**src/pkg/serdes_lane_mux_pkg.sv**
```systemverilog
/*
  Shared constants, the lane selection type and the lane permission decode for the
  high-speed lane multiplexer that feeds the shared serial transceiver quad.
  Assumes every user imports the whole package.
*/
package serdes_lane_mux_pkg;

  localparam int LANE_COUNT = 4;
  localparam int LANE_IDX_W = 2;
  localparam int SATA_COUNT = 2;
  localparam int DATA_W = 20;
  localparam int SEL_W = 3;

  // Last lane that may carry the first USB controller, and the only lane of the second.
  localparam logic [LANE_IDX_W-1:0] USB_A_LAST_LANE = 2'h2;
  localparam logic [LANE_IDX_W-1:0] USB_B_LANE = 2'h3;
  // Offset between the two lanes that may carry the same SATA channel.
  localparam int SATA_ALT_OFFSET = 2;

  localparam logic [DATA_W-1:0] IDLE_WORD = 20'h00000;

  typedef enum logic [SEL_W-1:0] {
    LANE_IDLE = 3'h0,
    LANE_PCIE = 3'h1,
    LANE_SATA = 3'h2,
    LANE_DISPLAY = 3'h3,
    LANE_USB_A = 3'h4,
    LANE_USB_B = 3'h5,
    LANE_SGMII = 3'h6
  } lane_sel_t;

  // True when the selection names a controller that may own the given lane.
  function automatic logic lane_allows(input logic [SEL_W-1:0] sel,
                                       input logic [LANE_IDX_W-1:0] lane);
    logic ok;
    ok = 1'b0;
    case (sel)
      LANE_PCIE, LANE_SATA, LANE_DISPLAY, LANE_SGMII: ok = 1'b1;
      LANE_USB_A: ok = (lane <= USB_A_LAST_LANE);
      LANE_USB_B: ok = (lane == USB_B_LANE);
      default: ok = 1'b0;
    endcase
    return ok;
  endfunction

endpackage

```
**src/lane_route_slot.sv**
```systemverilog
/*
  Transmit side of one transceiver lane: picks the word of the controller that owns
  the lane and registers it together with the lane enable and the effective owner.
  Assumes the caller hands in, for this lane, the word of each candidate controller.
*/
`timescale 1ns/10ps
`default_nettype none

module lane_route_slot
  import serdes_lane_mux_pkg::*;
#(
  parameter logic [LANE_IDX_W-1:0] LANE = 2'h0
) (
  input wire logic core_clk_i, // Core clock.
  input wire logic rstn_i, // Asynchronous reset, active low.
  input wire logic [SEL_W-1:0] sel_i, // Configured owner of this lane.
  input wire logic [DATA_W-1:0] pcie_tx_i, // PCIe lane word with this number.
  input wire logic [DATA_W-1:0] sata_tx_i, // SATA channel word for this lane.
  input wire logic [DATA_W-1:0] display_tx_i, // Display link word for this lane.
  input wire logic [DATA_W-1:0] usb_a_tx_i, // First USB controller word.
  input wire logic [DATA_W-1:0] usb_b_tx_i, // Second USB controller word.
  input wire logic [DATA_W-1:0] sgmii_tx_i, // SGMII port word with this number.
  output logic [DATA_W-1:0] lane_tx_o, // Registered word to the lane.
  output logic lane_tx_en_o, // Registered lane in use.
  output logic [SEL_W-1:0] owner_o // Registered effective owner.
);

  wire logic allowed;
  wire logic [SEL_W-1:0] next_owner;
  logic [DATA_W-1:0] next_tx;

  // A selection the lane cannot carry leaves the lane idle.
  assign allowed = lane_allows(sel_i, LANE);
  assign next_owner = allowed ? sel_i : LANE_IDLE;

  always_comb begin
    case (next_owner)
      LANE_PCIE: next_tx = pcie_tx_i;
      LANE_SATA: next_tx = sata_tx_i;
      LANE_DISPLAY: next_tx = display_tx_i;
      LANE_USB_A: next_tx = usb_a_tx_i;
      LANE_USB_B: next_tx = usb_b_tx_i;
      LANE_SGMII: next_tx = sgmii_tx_i;
      default: next_tx = IDLE_WORD;
    endcase
  end

  always_ff @(posedge core_clk_i or negedge rstn_i) begin
    if (!rstn_i) begin
      lane_tx_o <= IDLE_WORD;
      lane_tx_en_o <= 1'b0;
      owner_o <= LANE_IDLE;
    end else begin
      lane_tx_o <= next_tx;
      lane_tx_en_o <= (next_owner != LANE_IDLE);
      owner_o <= next_owner;
    end
  end

endmodule

`default_nettype wire

```
**src/serdes_lane_mux.sv**
```systemverilog
/*
  High-speed lane multiplexer between the peripheral controllers and the four lanes
  of the shared serial transceiver. Lane ownership comes from configuration inputs;
  transmit words go out to the lanes and receive words come back to the owners
  other than the display link, each with one register stage.
  Assumes all inputs are synchronous to core_clk_i and the configuration is held
  steady while a lane carries traffic.
*/
// Overview of operation
// - Each lane routes to one configured controller.
// - Exactly four lanes, numbered zero to three.
// - PCIe lane n uses transceiver lane n.
// - SATA channel c on lane c or c+2.
// - Display lanes alternate; transmit only, no receive.
// - Fixed SGMII and second USB lanes; first USB on lanes zero to two.
`timescale 1ns/10ps
`default_nettype none

module serdes_lane_mux
  import serdes_lane_mux_pkg::*;
(
  input wire logic core_clk_i, // Core clock, 100 MHz.
  input wire logic rstn_i, // Asynchronous reset, active low.
  input wire logic [LANE_COUNT-1:0][SEL_W-1:0] lane_sel_i, // Owner code per lane.
  input wire logic [LANE_COUNT-1:0][DATA_W-1:0] pcie_tx_i, // PCIe lane words.
  output logic [LANE_COUNT-1:0][DATA_W-1:0] pcie_rx_o, // PCIe receive words.
  output logic [LANE_COUNT-1:0] pcie_rx_en_o, // PCIe lane connected.
  input wire logic [SATA_COUNT-1:0][DATA_W-1:0] sata_tx_i, // SATA channel words.
  output logic [SATA_COUNT-1:0][DATA_W-1:0] sata_rx_o, // SATA receive words.
  output logic [SATA_COUNT-1:0] sata_rx_en_o, // SATA channel connected.
  input wire logic [DATA_W-1:0] display_tx_lane_a_i, // Display first lane word.
  input wire logic [DATA_W-1:0] display_tx_lane_b_i, // Display second lane word.
  output logic [1:0] display_tx_en_o, // Display lanes a and b connected.
  input wire logic [DATA_W-1:0] usb_a_tx_i, // First USB transmit word.
  output logic [DATA_W-1:0] usb_a_rx_o, // First USB receive word.
  output logic usb_a_rx_en_o, // First USB connected.
  input wire logic [DATA_W-1:0] usb_b_tx_i, // Second USB transmit word.
  output logic [DATA_W-1:0] usb_b_rx_o, // Second USB receive word.
  output logic usb_b_rx_en_o, // Second USB connected.
  input wire logic [LANE_COUNT-1:0][DATA_W-1:0] sgmii_tx_i, // SGMII port words.
  output logic [LANE_COUNT-1:0][DATA_W-1:0] sgmii_rx_o, // SGMII receive words.
  output logic [LANE_COUNT-1:0] sgmii_rx_en_o, // SGMII port connected.
  output logic [LANE_COUNT-1:0][DATA_W-1:0] lane_tx_o, // Words to the lanes.
  output logic [LANE_COUNT-1:0] lane_tx_en_o, // Lane carries a controller.
  input wire logic [LANE_COUNT-1:0][DATA_W-1:0] lane_rx_i, // Words from the lanes.
  output logic [LANE_COUNT-1:0][SEL_W-1:0] lane_owner_o // Effective owner per lane.
);

  wire logic [LANE_COUNT-1:0] own_pcie;
  wire logic [LANE_COUNT-1:0] own_sata;
  wire logic [LANE_COUNT-1:0] own_display;
  wire logic [LANE_COUNT-1:0] own_usb_a;
  wire logic [LANE_COUNT-1:0] own_usb_b;
  wire logic [LANE_COUNT-1:0] own_sgmii;
  wire logic [LANE_COUNT-1:0][DATA_W-1:0] next_pcie_rx;
  wire logic [LANE_COUNT-1:0][DATA_W-1:0] next_sgmii_rx;
  wire logic [SATA_COUNT-1:0][DATA_W-1:0] next_sata_rx;
  wire logic [SATA_COUNT-1:0] next_sata_en;
  wire logic [1:0] next_display_en;
  logic [DATA_W-1:0] next_usb_a_rx;
  wire logic next_usb_a_en;
  wire logic [DATA_W-1:0] next_usb_b_rx;

  genvar l;
  generate
    for (l = 0; l < LANE_COUNT; l++) begin : g_lane
      wire logic ok;
      wire logic [DATA_W-1:0] display_word;

      // Even lanes carry the display second lane, odd lanes its first lane.
      assign display_word = ((l % 2) != 0) ? display_tx_lane_a_i : display_tx_lane_b_i;

      lane_route_slot #(
        .LANE(LANE_IDX_W'(l))
      ) u_slot (
        .core_clk_i(core_clk_i),
        .rstn_i(rstn_i),
        .sel_i(lane_sel_i[l]),
        .pcie_tx_i(pcie_tx_i[l]),
        .sata_tx_i(sata_tx_i[l % SATA_COUNT]),
        .display_tx_i(display_word),
        .usb_a_tx_i(usb_a_tx_i),
        .usb_b_tx_i(usb_b_tx_i),
        .sgmii_tx_i(sgmii_tx_i[l]),
        .lane_tx_o(lane_tx_o[l]),
        .lane_tx_en_o(lane_tx_en_o[l]),
        .owner_o(lane_owner_o[l])
      );

      assign ok = lane_allows(lane_sel_i[l], LANE_IDX_W'(l));
      assign own_pcie[l] = ok && (lane_sel_i[l] == LANE_PCIE);
      assign own_sata[l] = ok && (lane_sel_i[l] == LANE_SATA);
      assign own_display[l] = ok && (lane_sel_i[l] == LANE_DISPLAY);
      assign own_usb_a[l] = ok && (lane_sel_i[l] == LANE_USB_A);
      assign own_usb_b[l] = ok && (lane_sel_i[l] == LANE_USB_B);
      assign own_sgmii[l] = ok && (lane_sel_i[l] == LANE_SGMII);

      assign next_pcie_rx[l] = own_pcie[l] ? lane_rx_i[l] : IDLE_WORD;
      assign next_sgmii_rx[l] = own_sgmii[l] ? lane_rx_i[l] : IDLE_WORD;
    end

    // Each SATA channel has a home lane and an alternate two lanes up; home wins.
    for (l = 0; l < SATA_COUNT; l++) begin : g_sata
      assign next_sata_en[l] = own_sata[l] | own_sata[l + SATA_ALT_OFFSET];
      assign next_sata_rx[l] = own_sata[l] ? lane_rx_i[l] :
                               own_sata[l + SATA_ALT_OFFSET] ?
                               lane_rx_i[l + SATA_ALT_OFFSET] : IDLE_WORD;
    end
  endgenerate

  // The display link has no receive path; only its lane use is reported.
  assign next_display_en[0] = own_display[1] | own_display[3];
  assign next_display_en[1] = own_display[0] | own_display[2];

  // The first USB controller takes the lowest lane that selects it.
  assign next_usb_a_en = |own_usb_a;
  always_comb begin
    next_usb_a_rx = IDLE_WORD;
    for (int i = LANE_COUNT - 1; i >= 0; i--) begin
      if (own_usb_a[i]) begin
        next_usb_a_rx = lane_rx_i[i];
      end
    end
  end

  assign next_usb_b_rx = own_usb_b[USB_B_LANE] ? lane_rx_i[USB_B_LANE] : IDLE_WORD;

  always_ff @(posedge core_clk_i or negedge rstn_i) begin
    if (!rstn_i) begin
      pcie_rx_o <= '0;
    end else begin
      pcie_rx_o <= next_pcie_rx;
    end
  end

  always_ff @(posedge core_clk_i or negedge rstn_i) begin
    if (!rstn_i) begin
      pcie_rx_en_o <= '0;
    end else begin
      pcie_rx_en_o <= own_pcie;
    end
  end

  always_ff @(posedge core_clk_i or negedge rstn_i) begin
    if (!rstn_i) begin
      sgmii_rx_o <= '0;
    end else begin
      sgmii_rx_o <= next_sgmii_rx;
    end
  end

  always_ff @(posedge core_clk_i or negedge rstn_i) begin
    if (!rstn_i) begin
      sgmii_rx_en_o <= '0;
    end else begin
      sgmii_rx_en_o <= own_sgmii;
    end
  end

  always_ff @(posedge core_clk_i or negedge rstn_i) begin
    if (!rstn_i) begin
      sata_rx_o <= '0;
    end else begin
      sata_rx_o <= next_sata_rx;
    end
  end

  always_ff @(posedge core_clk_i or negedge rstn_i) begin
    if (!rstn_i) begin
      sata_rx_en_o <= '0;
    end else begin
      sata_rx_en_o <= next_sata_en;
    end
  end

  always_ff @(posedge core_clk_i or negedge rstn_i) begin
    if (!rstn_i) begin
      display_tx_en_o <= '0;
    end else begin
      display_tx_en_o <= next_display_en;
    end
  end

  always_ff @(posedge core_clk_i or negedge rstn_i) begin
    if (!rstn_i) begin
      usb_a_rx_o <= IDLE_WORD;
    end else begin
      usb_a_rx_o <= next_usb_a_rx;
    end
  end

  always_ff @(posedge core_clk_i or negedge rstn_i) begin
    if (!rstn_i) begin
      usb_a_rx_en_o <= 1'b0;
    end else begin
      usb_a_rx_en_o <= next_usb_a_en;
    end
  end

  always_ff @(posedge core_clk_i or negedge rstn_i) begin
    if (!rstn_i) begin
      usb_b_rx_o <= IDLE_WORD;
    end else begin
      usb_b_rx_o <= next_usb_b_rx;
    end
  end

  always_ff @(posedge core_clk_i or negedge rstn_i) begin
    if (!rstn_i) begin
      usb_b_rx_en_o <= 1'b0;
    end else begin
      usb_b_rx_en_o <= own_usb_b[USB_B_LANE];
    end
  end

endmodule

`default_nettype wire

```
**config.mk**
```make
export PLATFORM = sky130hd
export DESIGN_NAME = serdes_lane_mux
export DESIGN_NICKNAME = d
export VERILOG_FILES = /design/src/pkg/serdes_lane_mux_pkg.sv /design/src/lane_route_slot.sv /design/src/serdes_lane_mux.sv
export SDC_FILE = /design/constraint.sdc
export NUM_CORES = 1
export LEC_CHECK = 0
export BUFFER_PORTS_ARGS = -buffer_cell sky130_fd_sc_hd__buf_2
export CAP_MARGIN = 10
export CORE_AREA = 2 2 282 284
export CTS_CLUSTER_DIAMETER = 40
export DETAILED_ROUTE_END_ITERATION = 16
export DIE_AREA = 0 0 284 286
export PLACE_DENSITY_LB_ADDON = 0.3
export SLEW_MARGIN = 20
export SYNTH_ARGS = -nofsm -noshare
export SYNTH_HDL_FRONTEND = slang
export SYNTH_SLANG_ARGS = --single-unit
export TNS_END_PERCENT = 50
```
**constraint.sdc**
```tcl
create_clock -name core_clk_i -period 0.8 [get_ports core_clk_i]
set_input_delay 0.08 -clock core_clk_i [delete_from_list [all_inputs] [get_ports core_clk_i]]
set_output_delay 0.08 -clock core_clk_i [all_outputs]
set_load 0.01 [all_outputs]
```
==> results.yml, run 1 <==
power_and_ir_drop:
  p_sw_w: 0.01522
  p_leak_nw: 13.98
  power_frac_seq_pct: 33.6
  total_power_w: 0.05652
  powerDensity_nw_per_um2: 2045
  ir_drop_mv: 1.431
  pwr-share-clk_pct: 50.0
  combPwrFrac_pct: 16.3
  p_int_w: 0.04130
  swShare_pct: 26.93
run_status:
  failed_checks: "setup timing"
  outcome: "complete, but fails checks"
floorplan:
  die_h_um: 286
  initial_core_util_pct: 18.40
  num_rows: 103
  die_w_um: 284
  core_area_um2: 78360
  die-area_um2: 81220
  ioPinCount: 724
synth:
  synth_ff_type: "dfrtp_1"
  syn_nets: 1549
  synth.top_cells.by_count: "dfrtp_1 (350), and2_1 (123), mux2i_1 (79)"
  syn-instance-count: 1175
  yosysMostFrequentCell: "dfrtp_1"
  post_synth_num_cell_types: 41
  avgSynthCellArea_um2: 12.27
  yosysSeqAreaShare_pct: 60.76
  synth_edf_count: 0
  syn_area_um2: 14410
  yosys_warnings: 0
  ys_seq_elements: 350
  yosysTopAreaCell: "dfrtp_1"
  yosys-top-cells-area: "dfrtp_1 (61%), mux2i_1 (5.5%), and2_1 (5.3%)"
  yosysTopAreaCellShare_pct: 60.76
  ys_async_sr_fraction_pct: 100.0
detailed_routing:
  antenna_left: 0
  drt-total-wl_mm: 76.03
  drtIter0Drc: 750
  firstDrtPassIters: 4
  viasPerCell: 4.281
  drc_errors: 0
  wire_per_inst_um: 21.99
  vias: 14800
setup_path:
  cp_max_fo: 1
  cp.required_ns: 0.72
  max_stage_delay_ns: 0.44
  path_cells: "buf_2"
  endpoint_kind: "output port"
  path_buf_inv: 1
  cpMaxStageDelayCell: "dfrtp_1"
  cp.arrival_ns: 1.17
  criticalPathCategory: "flop to output port"
  start_kind: "flop"
  crit_family: "flip-flops"
global_routing:
  grt_pass1_vias: 16220
  grt_pass1_wl_mm: 109.0
  grt-ovfl-total: 0
  antenna_found_initial: 8
  grt_max_degree: 33
  track_usage_pct: 18.13
timing:
  drv_slew: 0
  rsz0062_at_grt: "yes"
  final-setup-viol-count: 414
  hold_viol_final: 0
  slew_headroom_pct: 76.46
  hold_ws_ns: 0.01149
  final.min_clock_period_ns: 1.252
  fmax_mhz: 798.8
  fin_crit_sh_pct: 156.5
  timing.final.ws_setup_ns: -0.4518
  final.setup.tns_ns: -139.45
  worst_slew_pin_slew_ns: 0.3532
min_path:
  hold_path.class: "input port to flop"
placed_design:
  gp_congestion: 0.9054
  io_buffers: 723
  placed_area_um2: 20970
  dpl.hpwl_mm: 59.27
  place_worst_setup_slack_ns: -0.5948
clock_network:
  htreeDepth: 3
  cts_buffers: 66
  cts_tree: "yes"
  cts_buffer_depth: 3
  clock_sinks: 350
  clkTransAtPathRegs_ns: 0.05
  clockRootBuffer: "clkbuf_16"
flow_run:
  maxCapViolations: 0
cells_and_area:
  layout-drive-gt1-share_pct: 45.73
  area_growth_syn_to_layout_pct: 91.77
  fin_nets: 2727
  fin_area_um2: 27640
worst min-delay path: cells and delay by family:
family	cells	cell delay, ns
compound gates	2	0.25
buf+inv	1	0.22
kinds of logic (layout without fill, tap and decap cells):
kind of cell,Yosys count,after routing,synth area share [%]
flops,350,350,60.76
buf+inv,116,1344,3.889
compound gates,256,256,13.20
simple gates,351,351,14.86
mux,102,102,7.283
other cells,0,5,0
cell usage in the layout (no fill, tap or decap), types with 5 or more instances in the layout:
cell type	instances
buf_4	106
nor2b_4	5
dlygate4sd3_1	346
o21ai_1	17
inv_6	9
buf_12	43
clkbuf_1	5
clkinv_2	10
nand3_1	21
a221oi_2	56
clkinvlp_4	5
a22o_1	42
dfrtp_1	350
mux2_4	14
dlymetal6s4s_1	10
diode_2	5
a21boi_1	5
or2_1	38
mux2_2	5
mux2i_1	77
nand2_1	37
nor3b_2	5
buf_6	116
a32oi_1	10
a2bb2oi_1	21
clkbuf_16	67
buf_2	603
or2_0	15
a31oi_1	51
inv_8	6
and2_1	122
bufinv_16	6
nand3b_1	20
a21oi_1	29
a32oi_2	5
and3_1	60
power groups by stage:
stage	combinational, W	sequential (W)	clock, W
after floorplan	0.00245	0.0196	0
after global placement	0.00735	0.0192	0
after detailed placement	0.00740	0.0192	0
after CTS	0.00909	0.0190	0.0290
after global routing	0.00987	0.0191	0.0298
final	0.00924	0.0190	0.0283
state kept, by name, summed over array words and instances (netlist names):
name                        flops
usb_a_rx_en_o                   1
usb_a_rx_o                     20
sgmii_rx_en_o                   4
pcie_rx_en_o                    4
sata_rx_en_o                    2
usb_b_rx_o                     20
g_lane.u_slot.lane_tx_o        80
display_tx_en_o                 2
g_lane.u_slot.owner_o          12
g_lane.u_slot.lane_tx_en_o      4
sgmii_rx_o                     80
pcie_rx_o                      80
usb_b_rx_en_o                   1
sata_rx_o                      40
metrics by stage:
step                      instances  utilization (%)
after floorplan                1175                -
after global placement         2980            26.76
after detailed placement       2980            26.76
after CTS                      3454            34.79
after global routing           3456            35.27
final                          3458            35.28
final timing paths:
| path | from | endpoint | slack, ns | cells after the start |
|---|---|---|---|---|
| max | pcie_rx_o[26] | pcie_rx_o[26] | -0.45 | 1 |
| min | usb_a_tx_i[19] | g_lane[1].u_slot.lane_tx_o[19] | 0.01 | 3 |
| max in group asynchronous | rstn_i | g_lane[1].u_slot.lane_tx_o[12] | 0.29 | 4 |
| min in group asynchronous | rstn_i | sata_rx_o[10] | 0.06 | 3 |
layer usage:
layer	wire length, µm	GRT usage, %	vias to the layer above
met5	0	0	-
met4	2850	6.855	0
met3	5508	4.992	173
met2	39110	32.96	771
met1	28570	20.07	7245
li1	-	-	6615
area by class of cell:
class                   count  area [µm²]
diodes                      5       12.51
clock buffers              76        1750
well taps                1050        1314
flip-flops and latches    350        8758
multi-input cells         709        5720
repair buffers           1226        9597
clock inverters            42       489.2
fillers                  7701       50710
what timing repair did:
| action | CTS | global route |
|---|---|---|
| setup buffers | 0 | 0 |
| hold buffers | 356 | 3 |
| endpoints found under the hold margin | 677 | 5 |
| resized for setup | 112 | 72 |
| pin swaps | 0 | 9 |
| endpoints found under the setup margin | 350 | 535 |
No activity file was read; power rests on OpenSTA's default activity.
==> run 2: changes to the inputs <==
==> constraint.sdc (replaced) <==
create_clock -name core_clk_i -period 0.8 [get_ports core_clk_i]
set_input_delay 0.04 -clock core_clk_i [delete_from_list [all_inputs] [get_ports core_clk_i]]
set_output_delay 0.04 -clock core_clk_i [all_outputs]
set_load 0.01 [all_outputs]
==> run 2 against run 1 <==
Effect of this change:
- the flow finishes with violations (hold timing, setup timing)
- first-iteration DRC count shrank 21%
- sequential cell count unchanged
- total power decreased by 4.1%
- critical endpoint is now lane_tx_o[35]
- largest power group unchanged
==> results.yml, run 2 (synthesis results as in run 1) <==
clock_network:
  clock_sinks: 350
  cts_tree: "yes"
  clkTransAtPathRegs_ns: 0.06
  htreeDepth: 2
  cts_buffer_depth: 3
  clockRootBuffer: "clkbuf_16"
  cts_buffers: 59
setup_path:
  cp.arrival_ns: 1.18
  cp_max_fo: 1
  endpoint_kind: "output port"
  cpMaxStageDelayCell: "dfrtp_2"
  criticalPathCategory: "flop to output port"
  start_kind: "flop"
  path_cells: "buf_6"
  max_stage_delay_ns: 0.45
  path_buf_inv: 1
  cp.required_ns: 0.76
  crit_family: "flip-flops"
cells_and_area:
  final_common_cell: "buf_2"
  layout-drive-gt1-share_pct: 44.44
  area_growth_syn_to_layout_pct: 89.62
  fin_nets: 2715
  final_cell_mix: "buf_2 (591), dlygate4sd3_1 (363), dfrtp_1 (349), buf_6 (129), and2_1 (123)"
  reg.largest.list: "g_lane.u_slot.lane_tx_o: 80 flops, pcie_rx_o: 80 flops, sgmii_rx_o: 80 flops"
global_routing:
  grt_max_degree: 56
  grt-ovfl-total: 0
  track_usage_pct: 18.13
  grt_pass1_vias: 16390
  antenna_found_initial: 10
  grt_pass1_wl_mm: 109.9
power_and_ir_drop:
  swShare_pct: 26.84
  total_power_w: 0.05423
  powerDensity_nw_per_um2: 1984
  power_frac_seq_pct: 35.1
  ir_drop_mv: 1.418
  p_leak_nw: 13.77
  p_int_w: 0.03968
  p_sw_w: 0.01456
  pwr-share-clk_pct: 48.0
  combPwrFrac_pct: 16.9
min_path:
  hold_path.class: "input port to flop"
timing:
  worst_slew_pin_slew_ns: 0.7967
  fin_crit_sh_pct: 153.0
  fmax_mhz: 817.1
  drv_slew: 0
  hold_viol_final: 13
  final.min_clock_period_ns: 1.224
  rsz0062_at_grt: "yes"
  timing.final.ws_setup_ns: -0.4239
  final-setup-viol-count: 358
  slew_headroom_pct: 46.71
  hold_ws_ns: -0.03779
floorplan:
  num_rows: 103
  die_h_um: 286
  die_w_um: 284
  die-area_um2: 81220
  core_area_um2: 78360
  ioPinCount: 724
  initial_core_util_pct: 18.40
placed_design:
  io_buffers: 723
  dpl.hpwl_mm: 58.79
  gp_congestion: 0.9277
  place_worst_setup_slack_ns: -0.7403
flow_run:
  maxCapViolations: 0
detailed_routing:
  drc_errors: 0
  wire_per_inst_um: 22.15
  vias: 14910
  drt-total-wl_mm: 76.41
  drtIter0Drc: 596
  viasPerCell: 4.322
  firstDrtPassIters: 4
  antenna_left: 0
run_status:
  outcome: "complete, but fails checks"
  failed_checks: "hold timing, setup timing"
run 2: timing repair:
item,4_1_cts,5_1_grt
hold endpoints to repair,679,21
endpoints found under the setup margin,373,490
hold buffers,371,2
gates cloned,0,0
gates resized for setup,126,62
pin swaps,1,9
buffers inserted,0,1
run 2: stage by stage:
step	setup TNS (ns)	std cells	hold slack, ns	util, %	cell area [µm²]
global route	-135.99	3444	-0.05809	34.87	27320
global placement	-143.68	2958	-0.1181	26.34	20640
detailed placement	-142.44	2958	-0.1168	26.35	20650
finish	-117.27	3449	-0.03779	34.88	27330
floorplan	-17.25	1175	-0.2556	-	15130
CTS	-159.79	3439	-0.08366	34.44	26980
run 2: worst paths after layout:
kind / to / from / depth (start not counted) / slack (ns)
max in group asynchronous: usb_a_rx_o[8] / rstn_i / 3 / 0.28
setup / recovery: lane_tx_o[35] / g_lane[1].u_slot.lane_tx_o[15] / 1 / -0.42
min in group asynchronous: pcie_rx_o[46] / rstn_i / 3 / 0.07
hold / removal: pcie_rx_en_o[1] / lane_sel_i[4] / 4 / -0.04
run 2: power by group through the flow:
stage / combinational (W) / clock (W) / sequential [W]
finish: 0.00917 / 0.0260 / 0.0190
global route: 0.00978 / 0.0274 / 0.0191
CTS: 0.00904 / 0.0265 / 0.0190
detailed placement: 0.00719 / 0 / 0.0192
global placement: 0.00711 / 0 / 0.0192
floorplan: 0.00242 / 0 / 0.0196
run 2: tightest hold or removal path: stages:
cell and delay, ns:
buf_4 0.10, buf_4 0.16, nor3b_4 0.06, buf_12 0.15
run 2: cell type report:
type                    count  area, µm²
diodes                      9      22.52
flip-flops and latches    350       8760
multi-input cells         709       5645
clock buffers              68       1593
clock inverters            42      474.2
fillers                  7778      51020
repair buffers           1221       9523
well taps                1050       1314
run 2: metal layers:
layer  vias up  routed length [µm]  global-route usage (%)
met2       729               39140                   32.82
met5         -                   0                       0
met1      7418               28790                   20.52
li1       6610                   -                       -
met4         0                3047                   6.829
met3       151                5427                   4.482
==> run 3: changes to the inputs <==
Settings changed: SKIP_CTS_REPAIR_TIMING set to 1.
==> run 3 against run 2 <==
Effect of this change:
- the flow still finishes with violations (hold timing, setup timing)
- sequential share of layout area increased by 0.20 points
- fmax decreased by 1.4%
- sequential power barely moved
- routed wire length down 0.17%
- critical path type is now input port to flop
- die area unchanged
- first-iteration DRC count increased by 13%
- sequential cell count unchanged
- via count increased by 0.28%
- critical path depth grew 5
- clock power hardly changed
- final area down 0.61%
- worst hold slack better by 0.0058 ns
- highest routed layer is now met5
==> results.yml, run 3 (synthesis results as in run 1) <==
detailed_routing:
  wire_per_inst_um: 22.14
  drc_errors: 0
  vias: 14950
  firstDrtPassIters: 5
  drtIter0Drc: 676
  drt-total-wl_mm: 76.28
  viasPerCell: 4.339
  antenna_left: 0
floorplan:
  ioPinCount: 724
  initial_core_util_pct: 18.40
  die_h_um: 286
  die-area_um2: 81220
  die_w_um: 284
  core_area_um2: 78360
  num_rows: 103
setup_path:
  cp.arrival_ns: 1.73
  cp.required_ns: 1.29
  start_kind: "input port"
  cp_max_fo: 10
  criticalPathCategory: "input port to flop"
  endpoint_kind: "flop"
placed_design:
  placed_area_um2: 20650
  io_buffers: 723
  dpl.hpwl_mm: 58.79
  gp_congestion: 0.9277
  post-place-cells: 2958
cells_and_area:
  fin_nets: 2710
  reg.largest.list: "g_lane.u_slot.lane_tx_o: 80 flops, pcie_rx_o: 80 flops, sgmii_rx_o: 80 flops"
  final_cell_mix: "buf_2 (604), dlygate4sd3_1 (367), dfrtp_1 (349), and2_1 (123), buf_6 (116)"
  area_growth_syn_to_layout_pct: 88.46
  fin_area_um2: 27160
  seqCellArea_um2: 8760
  multiInputGateArea_um2: 5632
  nFillCells: 7779
  layout.cells.non_filler: 3445
  final_common_cell: "buf_2"
  layout-drive-gt1-share_pct: 44.40
power_and_ir_drop:
  combPwrFrac_pct: 16.8
  total_power_w: 0.05414
  powerDensity_nw_per_um2: 1993
  power_frac_seq_pct: 35.1
  swShare_pct: 26.88
  p_leak_nw: 13.65
  p_sw_w: 0.01455
  pwr-share-clk_pct: 48.1
  ir_drop_mv: 1.445
  p_int_w: 0.03959
clock_network:
  cts_tree: "yes"
  htreeDepth: 2
  clockRootBuffer: "clkbuf_16"
  cts_buffers: 59
  clkTransAtPathRegs_ns: 0.06
  clock_sinks: 350
  cts_buffer_depth: 3
global_routing:
  grt_max_degree: 56
  grt_pass1_wl_mm: 101.8
  grt-ovfl-total: 0
  antenna_found_initial: 10
  grt_pass1_vias: 14400
  track_usage_pct: 17.04
flow_run:
  maxCapViolations: 0
timing:
  rsz0062_at_grt: "yes"
  fin_crit_sh_pct: 155.2
  drv_slew: 0
  timing.final.ws_setup_ns: -0.4414
  hold_viol_final: 20
  worst_slew_pin_slew_ns: 0.7946
  final-setup-viol-count: 401
  hold_ws_ns: -0.03201
  final.min_clock_period_ns: 1.241
  slew_headroom_pct: 46.85
  fmax_mhz: 805.5
min_path:
  min_from: "lane_sel_i[11]"
  hold_path.class: "input port to flop"
  hold-path-endpoint: "sata_rx_o[27]"
  hold_depth: 3
run_status:
  outcome: "complete, but fails checks"
  failed_checks: "hold timing, setup timing"
## run 3: layout make-up
cell class                      count  share of cell area (%)
Multi-Input combinational cell    709                   20.73
Sequential cell                   350                   32.25
Tap cell                         1050                   4.836
Timing Repair Buffer             1216                   34.48
Clock buffer                       68                   5.864
Clock inverter                     42                   1.746
Antenna cell                       10                 0.09212
## run 3: how the worst max path moves through the flow
stage / startpoint / slack, ns / to
floorplan: lane_sel_i[3] / -0.14 / usb_a_rx_o[0]
global placement: lane_sel_i[9] / -1.05 / sata_rx_o[35]
detailed placement: lane_sel_i[9] / -0.74 / sata_rx_o[22]
CTS: g_lane[1].u_slot.lane_tx_o[15] / -0.51 / lane_tx_o[35]
global route: g_lane[1].u_slot.lane_tx_o[15] / -0.45 / lane_tx_o[35]
finish: lane_sel_i[8] / -0.44 / g_lane[2].u_slot.lane_tx_o[14]
## run 3: layer usage
metal  routed length (µm)  up-vias  global-route usage, %
li1                     -     6597                      -
met3                 5096      147                  5.112
met4                 2450        2                  4.513
met1                29120     7473                  19.20
met2                39600      730                  31.17
met5                   13        -                      0
## run 3: worst max-delay path, cell delays in order
cell	delay, ns
buf_2	0.20
dlygate4sd3_1	0.66
nor2b_4	0.33
buf_12	0.20
a221oi_2	0.07
a31oi_1	0.22
## run 3: through the flow
stage	TNS (ns)	setup WS, ns	util [%]
2_1_floorplan	-17.25	-0.1359	-
3_5_place_dp	-142.44	-0.7403	26.35
4_1_cts	-136.07	-0.5081	28.99
5_1_grt	-145.42	-0.4494	34.65
6_report	-125.72	-0.4414	34.67
3_3_place_gp	-143.68	-1.048	26.34
## run 3: power by group through the flow
stage	combinational, W	sequential (W)	clock (W)
after CTS	0.00721	0.0189	0.0265
after global placement	0.00711	0.0192	0
after global routing	0.00966	0.0191	0.0274
final	0.00907	0.0190	0.0261
after floorplan	0.00242	0.0196	0
after detailed placement	0.00719	0.0192	0
